### src/rtl/eeprom_seq_pkg.sv
package eeprom_seq_pkg;
  // ------------------------------------------------------------
  // opcodes
  // ------------------------------------------------------------
  localparam logic [7:0] OP_LATCH_SET    = 8'h06;
  localparam logic [7:0] OP_LATCH_CLEAR  = 8'h04;
  localparam logic [7:0] OP_STATUS_READ  = 8'h05;
  localparam logic [7:0] OP_STATUS_WRITE = 8'h01;
  localparam logic [7:0] OP_ARRAY_READ   = 8'h03;
  localparam logic [7:0] OP_ARRAY_WRITE  = 8'h02;

  // ------------------------------------------------------------
  // array geometry and status layout
  // ------------------------------------------------------------
  localparam int          ADDR_W        = 14;
  localparam int          PAGE_W        = 5;
  localparam int          ST_PIN_PROT   = 7;
  localparam int          ST_BLOCK_HI   = 3;
  localparam int          ST_BLOCK_LO   = 2;
  localparam int          ST_LATCH      = 1;
  localparam int          ST_BUSY       = 0;
  localparam logic [7:0]  STATUS_WMASK  = 8'h8c;
  localparam logic [7:0]  STATUS_RESET  = 8'h00;

  // ------------------------------------------------------------
  // timing
  // ------------------------------------------------------------
  localparam int SYS_CLK_MHZ = 40;

  // one word handed to the array side
  typedef struct packed {
    logic             is_status;
    logic [ADDR_W-1:0] addr;
    logic [7:0]       data;
  } wr_word_t;

  // decoded command phase
  typedef enum logic [2:0] {
    PH_OPCODE, PH_ADDR, PH_RD_DATA, PH_WR_DATA, PH_ST_READ, PH_ST_WRITE, PH_IGNORE
  } phase_t;
endpackage

### src/rtl/eeprom_spi_front.sv
// ------------------------------------------------------------
// serial command sequencer
// ------------------------------------------------------------
// Behaviour
// - sample input rising edge, drive falling
// - stream bytes with auto increment
// - read address wraps to zero
// - select high stops output, aborts read
// - status read shifts status out
// - write in same frame as latch ignored
// - write address wraps within page
// - write starts only on byte boundary
// - status readable, busy high while writing
// - pause low freezes transfer state until a select edge
// - command only after select falling edge
// - output high impedance until a read
// - latch cleared at reset
// - decode the six opcodes
// - all transfers most significant bit first
// - status layout, low two bits read-only
// - latch cleared by clear command, write end
module eeprom_spi_front
  import eeprom_seq_pkg::*;
(
  input  wire logic                        sys_clk_in,
  input  wire logic                        rst_in,
  input  wire logic                        sck_in,
  input  wire logic                        cs_n_in,
  input  wire logic                        si_in,
  input  wire logic                        pause_n_in,
  output logic                             so_out,
  output logic                             so_oe_out,
  input  wire logic [7:0]                  rd_data_in,
  output logic [eeprom_seq_pkg::ADDR_W-1:0] rd_addr_out,
  output eeprom_seq_pkg::wr_word_t         wr_word_out,
  output logic                             wr_valid_out,
  input  wire logic                        wr_ready_in,
  output logic                             wr_commit_out,
  input  wire logic                        wr_done_in,
  output logic                             busy_out,
  output logic [7:0]                       status_out
);
  import eeprom_seq_pkg::*;

  // ----------------------------------------------------------
  // pin synchronisers
  // ----------------------------------------------------------
  logic [1:0] sck_s_q, cs_s_q, si_s_q, ps_s_q;
  logic       sck_prev_q, cs_prev_q;
  always_ff @(posedge sys_clk_in) begin
    if (rst_in) begin
      sck_s_q    <= 2'b00;
      cs_s_q     <= 2'b11;
      si_s_q     <= 2'b00;
      ps_s_q     <= 2'b11;
      sck_prev_q <= 1'b0;
      cs_prev_q  <= 1'b1;
    end else begin
      sck_s_q    <= {sck_s_q[0], sck_in};
      cs_s_q     <= {cs_s_q[0], cs_n_in};
      si_s_q     <= {si_s_q[0], si_in};
      ps_s_q     <= {ps_s_q[0], pause_n_in};
      sck_prev_q <= sck_s_q[1];
      cs_prev_q  <= cs_s_q[1];
    end
  end

  logic sck_rise, sck_fall, cs_fall, cs_rise, active;
  // pause gates the clock edges but not select edges, so counters hold unless select moves
  assign active   = ~cs_s_q[1] & ps_s_q[1];
  assign sck_rise = active & sck_s_q[1] & ~sck_prev_q;
  assign sck_fall = active & ~sck_s_q[1] & sck_prev_q;
  assign cs_fall  = ~cs_s_q[1] & cs_prev_q;
  assign cs_rise  = cs_s_q[1] & ~cs_prev_q;

  // ----------------------------------------------------------
  // sequencer state
  // ----------------------------------------------------------
  phase_t            ph_q, ph_d;
  logic              sel_q, sel_d;
  logic [2:0]        bit_q, bit_d;
  logic [4:0]        acnt_q, acnt_d;
  logic [7:0]        sh_q, sh_d;
  logic [7:0]        tx_q, tx_d;
  logic [ADDR_W-1:0] addr_q, addr_d;
  logic              latch_q, latch_d;
  logic              wr_ok_q, wr_ok_d;
  logic              byte_end_q, byte_end_d;
  logic              got_data_q, got_data_d;
  logic              wr_st_q, wr_st_d;
  logic              busy_q, busy_d;
  logic [7:0]        st_nv_q, st_nv_d;
  logic              so_q, so_d, oe_q, oe_d;
  logic              push_q, push_d, commit_q, commit_d, flush_q, flush_d;
  wr_word_t          word_q, word_d;
  logic [7:0]        status_view;
  logic [7:0]        rx;
  logic              buf_ready;

  // status word; busy forces the other bits high as the part reports
  always_comb begin
    status_view              = st_nv_q & STATUS_WMASK;
    status_view[ST_LATCH]    = latch_q;
    status_view[ST_BUSY]     = busy_q;
    if (busy_q) begin
      status_view = 8'hff;
    end
  end

  // ----------------------------------------------------------
  // next-state logic
  // ----------------------------------------------------------
  always_comb begin
    ph_d = ph_q;  sel_d = sel_q;  bit_d = bit_q;  acnt_d = acnt_q;
    sh_d = sh_q;  tx_d = tx_q;  addr_d = addr_q;  latch_d = latch_q;
    wr_ok_d = wr_ok_q;
    byte_end_d = byte_end_q;  got_data_d = got_data_q;  wr_st_d = wr_st_q;
    busy_d = busy_q;  st_nv_d = st_nv_q;  so_d = so_q;  oe_d = oe_q;
    push_d = 1'b0;  commit_d = 1'b0;  flush_d = 1'b0;  word_d = word_q;
    rx = {sh_q[6:0], si_s_q[1]};

    if (wr_done_in && busy_q) begin
      busy_d  = 1'b0;
      latch_d = 1'b0;
    end

    if (cs_fall) begin
      // a frame only begins on a falling select edge
      sel_d = 1'b1;  ph_d = PH_OPCODE;  bit_d = 3'd0;
      got_data_d = 1'b0;  byte_end_d = 1'b0;
    end else if (cs_rise) begin
      oe_d  = 1'b0;
      sel_d = 1'b0;
      if (sel_q && (ph_q == PH_WR_DATA || ph_q == PH_ST_WRITE) && wr_ok_q) begin
        if (got_data_q && byte_end_q) begin
          commit_d = 1'b1;
          busy_d   = 1'b1;
          wr_st_d  = (ph_q == PH_ST_WRITE);
        end else begin
          flush_d = 1'b1;
        end
      end
      ph_d = PH_IGNORE;
    end else if (sel_q && sck_rise) begin
      sh_d       = rx;
      bit_d      = bit_q + 3'd1;
      byte_end_d = (bit_q == 3'd7);
      if (bit_q == 3'd7) begin
        unique case (ph_q)
          PH_OPCODE: begin
            unique case (rx)
              OP_LATCH_SET:    begin
                if (!busy_q) latch_d = 1'b1;
                ph_d = PH_IGNORE;
                wr_ok_d = 1'b0;
              end
              OP_LATCH_CLEAR:  begin
                if (!busy_q) latch_d = 1'b0;
                ph_d = PH_IGNORE;
              end
              OP_STATUS_READ:  begin
                ph_d = PH_ST_READ;
                tx_d = status_view;
              end
              OP_STATUS_WRITE: begin
                ph_d    = PH_ST_WRITE;
                // latch must have been set in an earlier frame
                wr_ok_d = latch_q & ~busy_q;
              end
              OP_ARRAY_READ, OP_ARRAY_WRITE: begin
                ph_d    = PH_ADDR;
                acnt_d  = 5'd0;
                wr_st_d = (rx == OP_ARRAY_WRITE);
                wr_ok_d = latch_q & ~busy_q;
              end
              default: ph_d = PH_IGNORE;
            endcase
          end
          PH_ST_WRITE: begin
            if (wr_ok_q) begin
              got_data_d = 1'b1;
              word_d     = '{is_status: 1'b1, addr: '0, data: rx & STATUS_WMASK};
              push_d     = buf_ready;
            end
          end
          PH_WR_DATA: begin
            if (wr_ok_q) begin
              got_data_d = 1'b1;
              word_d     = '{is_status: 1'b0, addr: addr_q, data: rx};
              push_d     = buf_ready;
            end
            // stay inside the page
            addr_d[PAGE_W-1:0] = addr_q[PAGE_W-1:0] + 5'd1;
          end
          PH_RD_DATA: addr_d = addr_q + 14'd1;
          default: ;
        endcase
      end
      if (ph_q == PH_ADDR) begin
        addr_d = {addr_q[ADDR_W-2:0], si_s_q[1]};
        acnt_d = acnt_q + 5'd1;
        if (acnt_q == 5'd15) begin
          ph_d = wr_st_q ? PH_WR_DATA : PH_RD_DATA;
          if (!wr_st_q) tx_d = rd_data_in;
        end
      end
    end else if (sel_q && sck_fall) begin
      if (ph_q == PH_RD_DATA || ph_q == PH_ST_READ) begin
        oe_d = 1'b1;
        so_d = tx_q[7];
        tx_d = {tx_q[6:0], 1'b0};
        if (bit_q == 3'd0) begin
          so_d = (ph_q == PH_RD_DATA) ? rd_data_in[7] : status_view[7];
          tx_d = (ph_q == PH_RD_DATA) ? {rd_data_in[6:0], 1'b0}
                                      : {status_view[6:0], 1'b0};
        end
      end
    end

    if (commit_q && wr_st_q) begin
      st_nv_d = word_q.data;
    end
  end

  // ----------------------------------------------------------
  // registers
  // ----------------------------------------------------------
  always_ff @(posedge sys_clk_in) begin
    if (rst_in) begin
      ph_q <= PH_IGNORE;  sel_q <= 1'b0;  bit_q <= 3'd0;  acnt_q <= 5'd0;
      sh_q <= 8'h00;  tx_q <= 8'h00;  addr_q <= '0;
      latch_q <= 1'b0;
      wr_ok_q <= 1'b0;  byte_end_q <= 1'b0;
      got_data_q <= 1'b0;  wr_st_q <= 1'b0;  busy_q <= 1'b0;
      st_nv_q <= STATUS_RESET;  so_q <= 1'b0;
      oe_q <= 1'b0;
      push_q <= 1'b0;  commit_q <= 1'b0;  flush_q <= 1'b0;  word_q <= '0;
    end else begin
      ph_q <= ph_d;  sel_q <= sel_d;  bit_q <= bit_d;  acnt_q <= acnt_d;
      sh_q <= sh_d;  tx_q <= tx_d;  addr_q <= addr_d;  latch_q <= latch_d;
      wr_ok_q <= wr_ok_d;
      byte_end_q <= byte_end_d;  got_data_q <= got_data_d;  wr_st_q <= wr_st_d;
      busy_q <= busy_d;  st_nv_q <= st_nv_d;  so_q <= so_d;  oe_q <= oe_d;
      push_q <= push_d;  commit_q <= commit_d;  flush_q <= flush_d;
      word_q <= word_d;
    end
  end

  // ----------------------------------------------------------
  // word buffer toward the array
  // ----------------------------------------------------------
  wr_word_t          buf_word;
  logic              buf_valid;
  logic              buf_take;
  logic [ADDR_W-1:0] rd_addr_q;
  wr_word_t          wr_word_q;
  logic              wr_valid_q;
  // output stage refills when empty or when the array takes its word
  assign buf_take = ~wr_valid_q | wr_ready_in;
  eeprom_word_buffer u_buf (
    .sys_clk_in    (sys_clk_in),
    .rst_in        (rst_in),
    .flush_in      (flush_q),
    .in_word_in    (word_q),
    .in_valid_in   (push_q),
    .in_ready_out  (buf_ready),
    .out_word_out  (buf_word),
    .out_valid_out (buf_valid),
    .out_ready_in  (buf_take)
  );

  // outputs straight from flops; a cancelled sequence drops the staged word too
  always_ff @(posedge sys_clk_in) begin
    if (rst_in) begin
      rd_addr_q  <= '0;
      wr_word_q  <= '0;
      wr_valid_q <= 1'b0;
    end else begin
      rd_addr_q  <= addr_d;
      wr_word_q  <= buf_take ? buf_word : wr_word_q;
      wr_valid_q <= ~flush_q & (buf_take ? buf_valid : wr_valid_q);
    end
  end
  assign rd_addr_out   = rd_addr_q;
  assign wr_word_out   = wr_word_q;
  assign wr_valid_out  = wr_valid_q;
  assign wr_commit_out = commit_q;
  assign so_out        = so_q;
  assign so_oe_out     = oe_q;
  assign busy_out      = busy_q;
  assign status_out    = st_nv_q;

  // ----------------------------------------------------------
  // checks
  // ----------------------------------------------------------
  chk_oe_off_desel: assert property (@(posedge sys_clk_in) disable iff (rst_in)
    cs_rise |=> !so_oe_out) else $error("output driven after deselect");
  chk_latch_reset: assert property (@(posedge sys_clk_in)
    rst_in |=> !latch_q) else $error("latch not cleared by reset");
  chk_oe_reset: assert property (@(posedge sys_clk_in)
    rst_in |=> !so_oe_out) else $error("output enabled at reset");
  chk_busy_status: assert property (@(posedge sys_clk_in) disable iff (rst_in)
    busy_q |-> status_view[ST_BUSY]) else $error("busy not reported");
  chk_commit_busy: assert property (@(posedge sys_clk_in) disable iff (rst_in)
    commit_q |-> busy_q) else $error("commit without busy");
  chk_pause_hold: assert property (@(posedge sys_clk_in) disable iff (rst_in)
    (!ps_s_q[1] && !cs_s_q[1] && !cs_prev_q) |=> $stable(bit_q))
    else $error("state moved in pause");
  chk_done_clears: assert property (@(posedge sys_clk_in) disable iff (rst_in)
    (wr_done_in && busy_q) |=> !latch_q) else $error("latch kept after write");
  chk_no_unlatched: assert property (@(posedge sys_clk_in) disable iff (rst_in)
    commit_q |-> $past(wr_ok_q)) else $error("write without latch");
endmodule

### src/rtl/eeprom_word_buffer.sv
// two-entry buffer between the serial front end and the array write port
module eeprom_word_buffer
  import eeprom_seq_pkg::*;
(
  input  wire logic                     sys_clk_in,
  input  wire logic                     rst_in,
  input  wire logic                     flush_in,
  input  wire eeprom_seq_pkg::wr_word_t in_word_in,
  input  wire logic                     in_valid_in,
  output logic                          in_ready_out,
  output eeprom_seq_pkg::wr_word_t      out_word_out,
  output logic                          out_valid_out,
  input  wire logic                     out_ready_in
);
  wr_word_t   mem_q [2];
  wr_word_t   mem_d [2];
  logic       wp_q, wp_d, rp_q, rp_d;
  logic [1:0] cnt_q, cnt_d;
  logic       push, pop;

  // ----------------------------------------------------------
  // pointer and count update
  // ----------------------------------------------------------
  always_comb begin
    push  = in_valid_in && (cnt_q != 2'd2);
    pop   = out_valid_out && out_ready_in;
    mem_d = mem_q;
    wp_d  = wp_q;
    rp_d  = rp_q;
    cnt_d = cnt_q;
    if (push) begin
      mem_d[wp_q] = in_word_in;
      wp_d        = ~wp_q;
    end
    if (pop) begin
      rp_d = ~rp_q;
    end
    cnt_d = cnt_q + {1'b0, push} - {1'b0, pop};
    if (flush_in) begin
      // an aborted sequence drops whatever the array has not taken yet
      wp_d  = 1'b0;
      rp_d  = 1'b0;
      cnt_d = 2'd0;
    end
  end

  always_ff @(posedge sys_clk_in) begin
    if (rst_in) begin
      wp_q  <= 1'b0;
      rp_q  <= 1'b0;
      cnt_q <= 2'd0;
    end else begin
      wp_q  <= wp_d;
      rp_q  <= rp_d;
      cnt_q <= cnt_d;
    end
    mem_q <= mem_d;
  end

  assign in_ready_out  = (cnt_q != 2'd2);
  assign out_valid_out = (cnt_q != 2'd0);
  assign out_word_out  = mem_q[rp_q];
endmodule

### config.mk
export PLATFORM = sky130hd
export DESIGN_NAME = eeprom_spi_front
export DESIGN_NICKNAME = d
export VERILOG_FILES = /design/src/rtl/eeprom_seq_pkg.sv /design/src/rtl/eeprom_spi_front.sv /design/src/rtl/eeprom_word_buffer.sv
export SDC_FILE = /design/constraint.sdc
export NUM_CORES = 1
export LEC_CHECK = 0
export ABC_AREA = 1
export ABC_CLOCK_PERIOD_IN_PS = 2200
export BUFFER_PORTS_ARGS = -buffer_cell sky130_fd_sc_hd__buf_2
export CAP_MARGIN = 0
export CORE_UTILIZATION = 53
export DETAILED_ROUTE_END_ITERATION = 16
export PLACE_DENSITY_LB_ADDON = 0.15
export REMOVE_ABC_BUFFERS = 1
export SETUP_SLACK_MARGIN = 0.05
export SYNTH_ARGS = -nofsm -noshare
export SYNTH_HDL_FRONTEND = slang
export SYNTH_SLANG_ARGS = --single-unit
### constraint.sdc
create_clock -name sys_clk_in -period 2.2 [get_ports sys_clk_in]
set_clock_uncertainty 0.1 [all_clocks]
set_input_delay 0.44 -clock sys_clk_in [delete_from_list [all_inputs] [get_ports sys_clk_in]]
set_output_delay 0.44 -clock sys_clk_in [all_outputs]
set_load 0.03 [all_outputs]
# After elaboration in Yosys (flattened, before gate mapping)
# Index checks and enable logic that the tools add are counted.
[classes]
n_addsub = 6
magnitude_cmp = 3
eq_ne = 19
n_mux = 71
bitwise = 28
reduce_logical = 52
[op_table]
columns = ["cell", "n"]
rows = [
  ["2-to-1 mux 23 bit", 6],
  ["2-to-1 mux 8 bit", 12],
  ["bitwise mux 46 bit", 1],
  ["case mux 23 bit (2 select lines)", 1],
  ["2-to-1 mux 1 bit", 32],
  ["nonzero test 2 bit", 16],
  ["2-to-1 mux 14 bit", 2],
  ["== test 8 x 3 -> 1 bit (second input constant)", 3],
  ["demux 23 bit (select 1 bit)", 1],
  ["2-to-1 mux 3 bit", 7],
  ["2-to-1 mux 5 bit", 4],
  ["AND reduction 5 bit", 4],
  ["== test 8 x 2 -> 1 bit (second input constant)", 2],
  ["NOT 1 bit", 16],
  ["adder 14 x 1 -> 14 bit (second input constant)", 1],
  ["AND reduction 7 bit", 2],
  ["AND reduction 6 bit", 2],
  ["adder 5 x 1 -> 5 bit (second input constant)", 2],
  ["logical AND 1 bit", 10],
  ["case mux 5 bit (2 select lines)", 1],
  ["bitwise AND 1 bit", 9],
  ["== test 3 bit (second input constant)", 3],
  ["2-to-1 mux 9 bit", 1],
  ["case mux 3 bit (3 select lines)", 1],
  ["24 further kinds", 40],
]
[totals]
register_bits = 167
inputBits = 16
out_inout_bits = 50
wordCells = 222

# Logic depth before layout (Yosys ltp)
[logic_depth]
word_depth = 10
ltp_mapped = 11
mapped_depth_nobuf = 11

# Modules after synthesis
# From an unflattened synthesis, not the netlist that was laid out.
[unflattened]
cells_unflattened = 947
hier_area_um2 = 7573.5
[modules_own_cells]
columns = ["mod", "instances", "cells_per_inst", "area_per_inst_um2"]
rows = [
  ["eeprom_spi_front", 1, 840, 5590.4],
  ["eeprom_word_buffer", 1, 107, 1983.2],
]

# Least setup slack after synthesis
# No wires, ideal clock.
[synth_timing]
kind = "register to register"
start = "register u_buf.cnt_q[1]"
end = "register u_buf.mem_q[0] (netlist name), enable pin"
setup_time_ns = 0.404
arrival_ns = 1.534
setup_slack_ns = 0.161
path_stages_with_launch = 4
synth_period_minus_slack_ns = 2.039
path_cell_list = "dfxtp_1 inv_1 o21ai_0 nor2_1"
[synth_via]
elab_chain_cells = 2
[synth_lines]
columns = ["item", "line_no", "text"]
rows = [
  ["start, declared", "eeprom_word_buffer.sv:18", "logic [1:0] cnt_q, cnt_d;"],
  ["start signal, assigned", "eeprom_word_buffer.sv:55", "cnt_q <= cnt_d;"],
  ["inequality test 2 bit", "eeprom_word_buffer.sv:25", "push = in_valid_in && (cnt_q != 2'd2);"],
  ["logical AND 1 bit", "eeprom_word_buffer.sv:25", ""],
  ["end signal, assigned", "eeprom_word_buffer.sv:57", "mem_q <= mem_d;"],
  ["end, declared", "eeprom_word_buffer.sv:15", "wr_word_t mem_q [2];"],
]
# No other way between the ends.
# A chain may end at the register's enable or synchronous reset.

# Worst setup path after layout
[layout_timing]
start = "register bit_q[0]"
end = "register tx_q[3]"
[layout_via]
elab_chain_cells = 6
word_cells_on_any_way = 10
classes_between = "eq/ne (1); mux (8); reduce/logical (1)"
[layout_lines]
columns = ["item", "line_no", "text"]
rows = [
  ["start, declared", "eeprom_spi_front.sv:81", "logic [2:0] bit_q, bit_d;"],
  ["start signal, assigned", "eeprom_spi_front.sv:239", "ph_q <= ph_d; sel_q <= sel_d; bit_q <= bit_d; acnt_q <= acnt_d;"],
  ["== test 3 bit", "eeprom_spi_front.sv:148", "if (bit_q == 3'd7) begin"],
  ["2-to-1 mux 8 bit", "eeprom_spi_front.sv:148", ""],
  ["2-to-1 mux 8 bit", "eeprom_spi_front.sv:204", "if (!wr_st_q) tx_d = rd_data_in;"],
  ["2-to-1 mux 8 bit", "eeprom_spi_front.sv:202", "if (acnt_q == 5'd15) begin"],
  ["2-to-1 mux 8 bit", "eeprom_spi_front.sv:199", "if (ph_q == PH_ADDR) begin"],
  ["2-to-1 mux 8 bit (*)", "eeprom_spi_front.sv:144", "end else if (sel_q && sck_rise) begin"],
  ["end signal, assigned", "eeprom_spi_front.sv:231", "sh_q <= 8'h00; tx_q <= 8'h00; addr_q <= '0;"],
  ["end signal, assigned", "eeprom_spi_front.sv:240", "sh_q <= sh_d; tx_q <= tx_d; addr_q <= addr_d; latch_q <= latch_d;"],
  ["end, declared", "eeprom_spi_front.sv:84", "logic [7:0] tx_q, tx_d;"],
]
# Every way passes the cells marked *; elsewhere a longest branch is shown, timed or not. The select of a mux whose other input is x is not followed.

==> out/qor.csv <==
metric,value,unit
crit_family,simple AND/OR/NAND/NOR gates,
synth_area,0.00724,mm^2
wl,16.2,mm
holdPathStages,2,
worstPathMaxFanout,6,
cts_buffers,17,
wl_per_cell,14.0,um
root_buffer,clkbuf_16,
ys_seq_area_share,52.5,%
yosysMostFrequentCell,nand2_1,
slew_headroom,52.1,%
hold_class,input pin to flop,
worst_path_max_delay_cell,dfxtp_1,
io_buffers,65,
design_area,0.00842,mm^2
std_cell_rows,42,
place_inst,1125,
grt_pass1_vias,5493,
wl_met3,692,um
start_kind,flop,
crit_buf_inv,1,
power_density,897,mW/mm^2
drt_pass1_iterations,7,
p_clk_share,42.1,%
dp_hpwl,10.9,mm
n_fill_cell,1171,
ys_ff_latch,167,
die_w,119,um
synth_area_leaders,"dfxtp_1, edfxtp_1, nand2_1",
setup_tns,0,ns
crit_chain,ha_1 > ha_1 > inv_1 > nor2_2 > nand2_1 > nand2_1 > nand2_1 > nand2_1 > nand2_1 > nand2_1 > a21oi_1,
drive_above_1_share,16.0,%
layout_setup_ws,0.254,ns
synthArstFlopShare,0,%
synth_top_area_share,33.4,%
highest_layer,met4,
cts_buffer_depth,2,
synth_edf_count,46,
syn_avg_cell_area,8.03,um^2
path_clk_slew,0.07,ns
ys_types,37,
critPathRequiredTime,2.41,ns
final-hold-violation-count,0,
ios,66,
drc,0,
ys_top_cells_by_count,"nand2_1, dfxtp_1, nor2_1",
status,"complete, no violations",
drt_iter0_drc,565,
cp_common_cell,nand2_1,
tightestPinTransition,0.717,ns
htree_levels,4,
start_util,54.5,%
grt_pass1_wl,27.1,mm
routed-wl-met2,7.46,mm
p_comb_share,13.1,%
fmax,514,MHz
dp_slack,0.305,ns
die_height,119,um
nets,994,
timing.final.crit_share,88.5,%
netlist_instances,902,
peakVddDrop,0.000527,V
p_int,0.00554,W
core,0.0133,mm^2
power.switching,0.00202,W
cts_tree,yes,
sw_frac_of_total,26.7,%
fin_util,63.4,%
dpl_cell_area,0.00778,mm^2
finalSetupViolCount,0,
viasPerCell,5.25,
power.leakage,3.47,nW
path_class,flop to flop,
cpPeakStageDelay,0.33,ns
drt-met1-wl,7.72,mm
yosys.area.top_type,dfxtp_1,
end_kind,flop,
cap_violations,0,
gr-total-overflow,0,
rsz0062_at_grt,false,
areaGrowthSynthToFinish,16.3,%
ys_warn_count,0,
cts_setup_buffers,0,
clkSinkCount,167,
worstRegToRegCells,11,
pwr-share-seq,44.8,%
ant_nets,0,
die_area,0.0141,mm^2
clk_latency,0.42,ns
path_depth,11,
diodes,0,
finalNonFillerCells,1157,
slew_viol_final,0,
via_count,6077,
grt_usage,24.3,%
worstPathArrival,2.16,ns
antenna_found_initial,0,
grt_max_degree,60,
final.min_clock_period,1.95,ns
synthFlopType,dfxtp_1,
gp_congestion,0.925,
cells in the final DEF (no fill, tap or decap), types with 46 or more instances in the layout:
master and count:
dfxtp_1 121, edfxtp_1 46, buf_2 65, o21ai_0 80
inv_1 72, a21oi_1 73, nor2_1 83, nand3_1 61
nand2_1 210
final cells by class:
cell class,instances,area [um^2],share of cell area [%]
well taps,176,220,2.61
inverters,79,297,3.52
clock inverters,12,163,1.93
repair buffers,92,541,6.42
multi-input cells,611,2920,34.7
flip-flops and latches,167,3800,45.2
clock buffers,20,479,5.69
state kept, by name (all words and copies together), names as in the netlist, 3 cells and up:
signal,flops
sh_q,7
wr_word_out,23
u_buf.mem_q,46
tx_q,8
word_q,23
rd_addr_out,14
ph_q,3
status_out,8
acnt_q,5
bit_q,3
kinds of logic after synthesis:
logic type / share of synthesized area, %
AO/OA/AOI/OAI: 14.0
XOR/XNOR: 0.363
adder cells (fa/ha/maj): 1.73
buffers and inverters: 7.22
flip-flops: 52.5
AND/OR/NAND/NOR: 24.1
routing by layer:
layer,GRT usage [%],vias to the layer above
met2,39.3,157
met3,4.41,28
met5,0,-
li1,-,3138
met4,9.49,0
met1,32.3,2754
path summary, 6_finish.rpt:
kind / slack (ns) / end / start
min: 0.09 / ps_s_q[0] / pause_n_in
max reg2reg: 0.25 / tx_q[3] / bit_q[0]
max: 0.25 / tx_q[3] / bit_q[0]
min reg2reg: 0.31 / si_s_q[1] / si_s_q[0]
what timing repair did:
action                     CTS  global route
hold buffers                 0             0
hold endpoints to repair     0             0
setup endpoints to repair    0             1
resized for setup            0             1
power groups by stage:
stage	Combinational, W	Sequential, W	Clock (W)
after global placement	0.000983	0.00345	0
final	0.000989	0.00339	0.00318
after detailed placement	0.000994	0.00345	0
after global routing	0.00112	0.00340	0.00336
after floorplan	0.000405	0.00373	0
after CTS	0.00100	0.00339	0.00323
through the flow:
stage	total power [W]	hold slack (ns)
after floorplan	0.00413	0.288
final	0.00755	0.0938
after global placement	0.00443	0.295
after global routing	0.00789	0.0815
after detailed placement	0.00445	0.296
after CTS	0.00762	0.0831
Power figures use the tool's default switching activity.
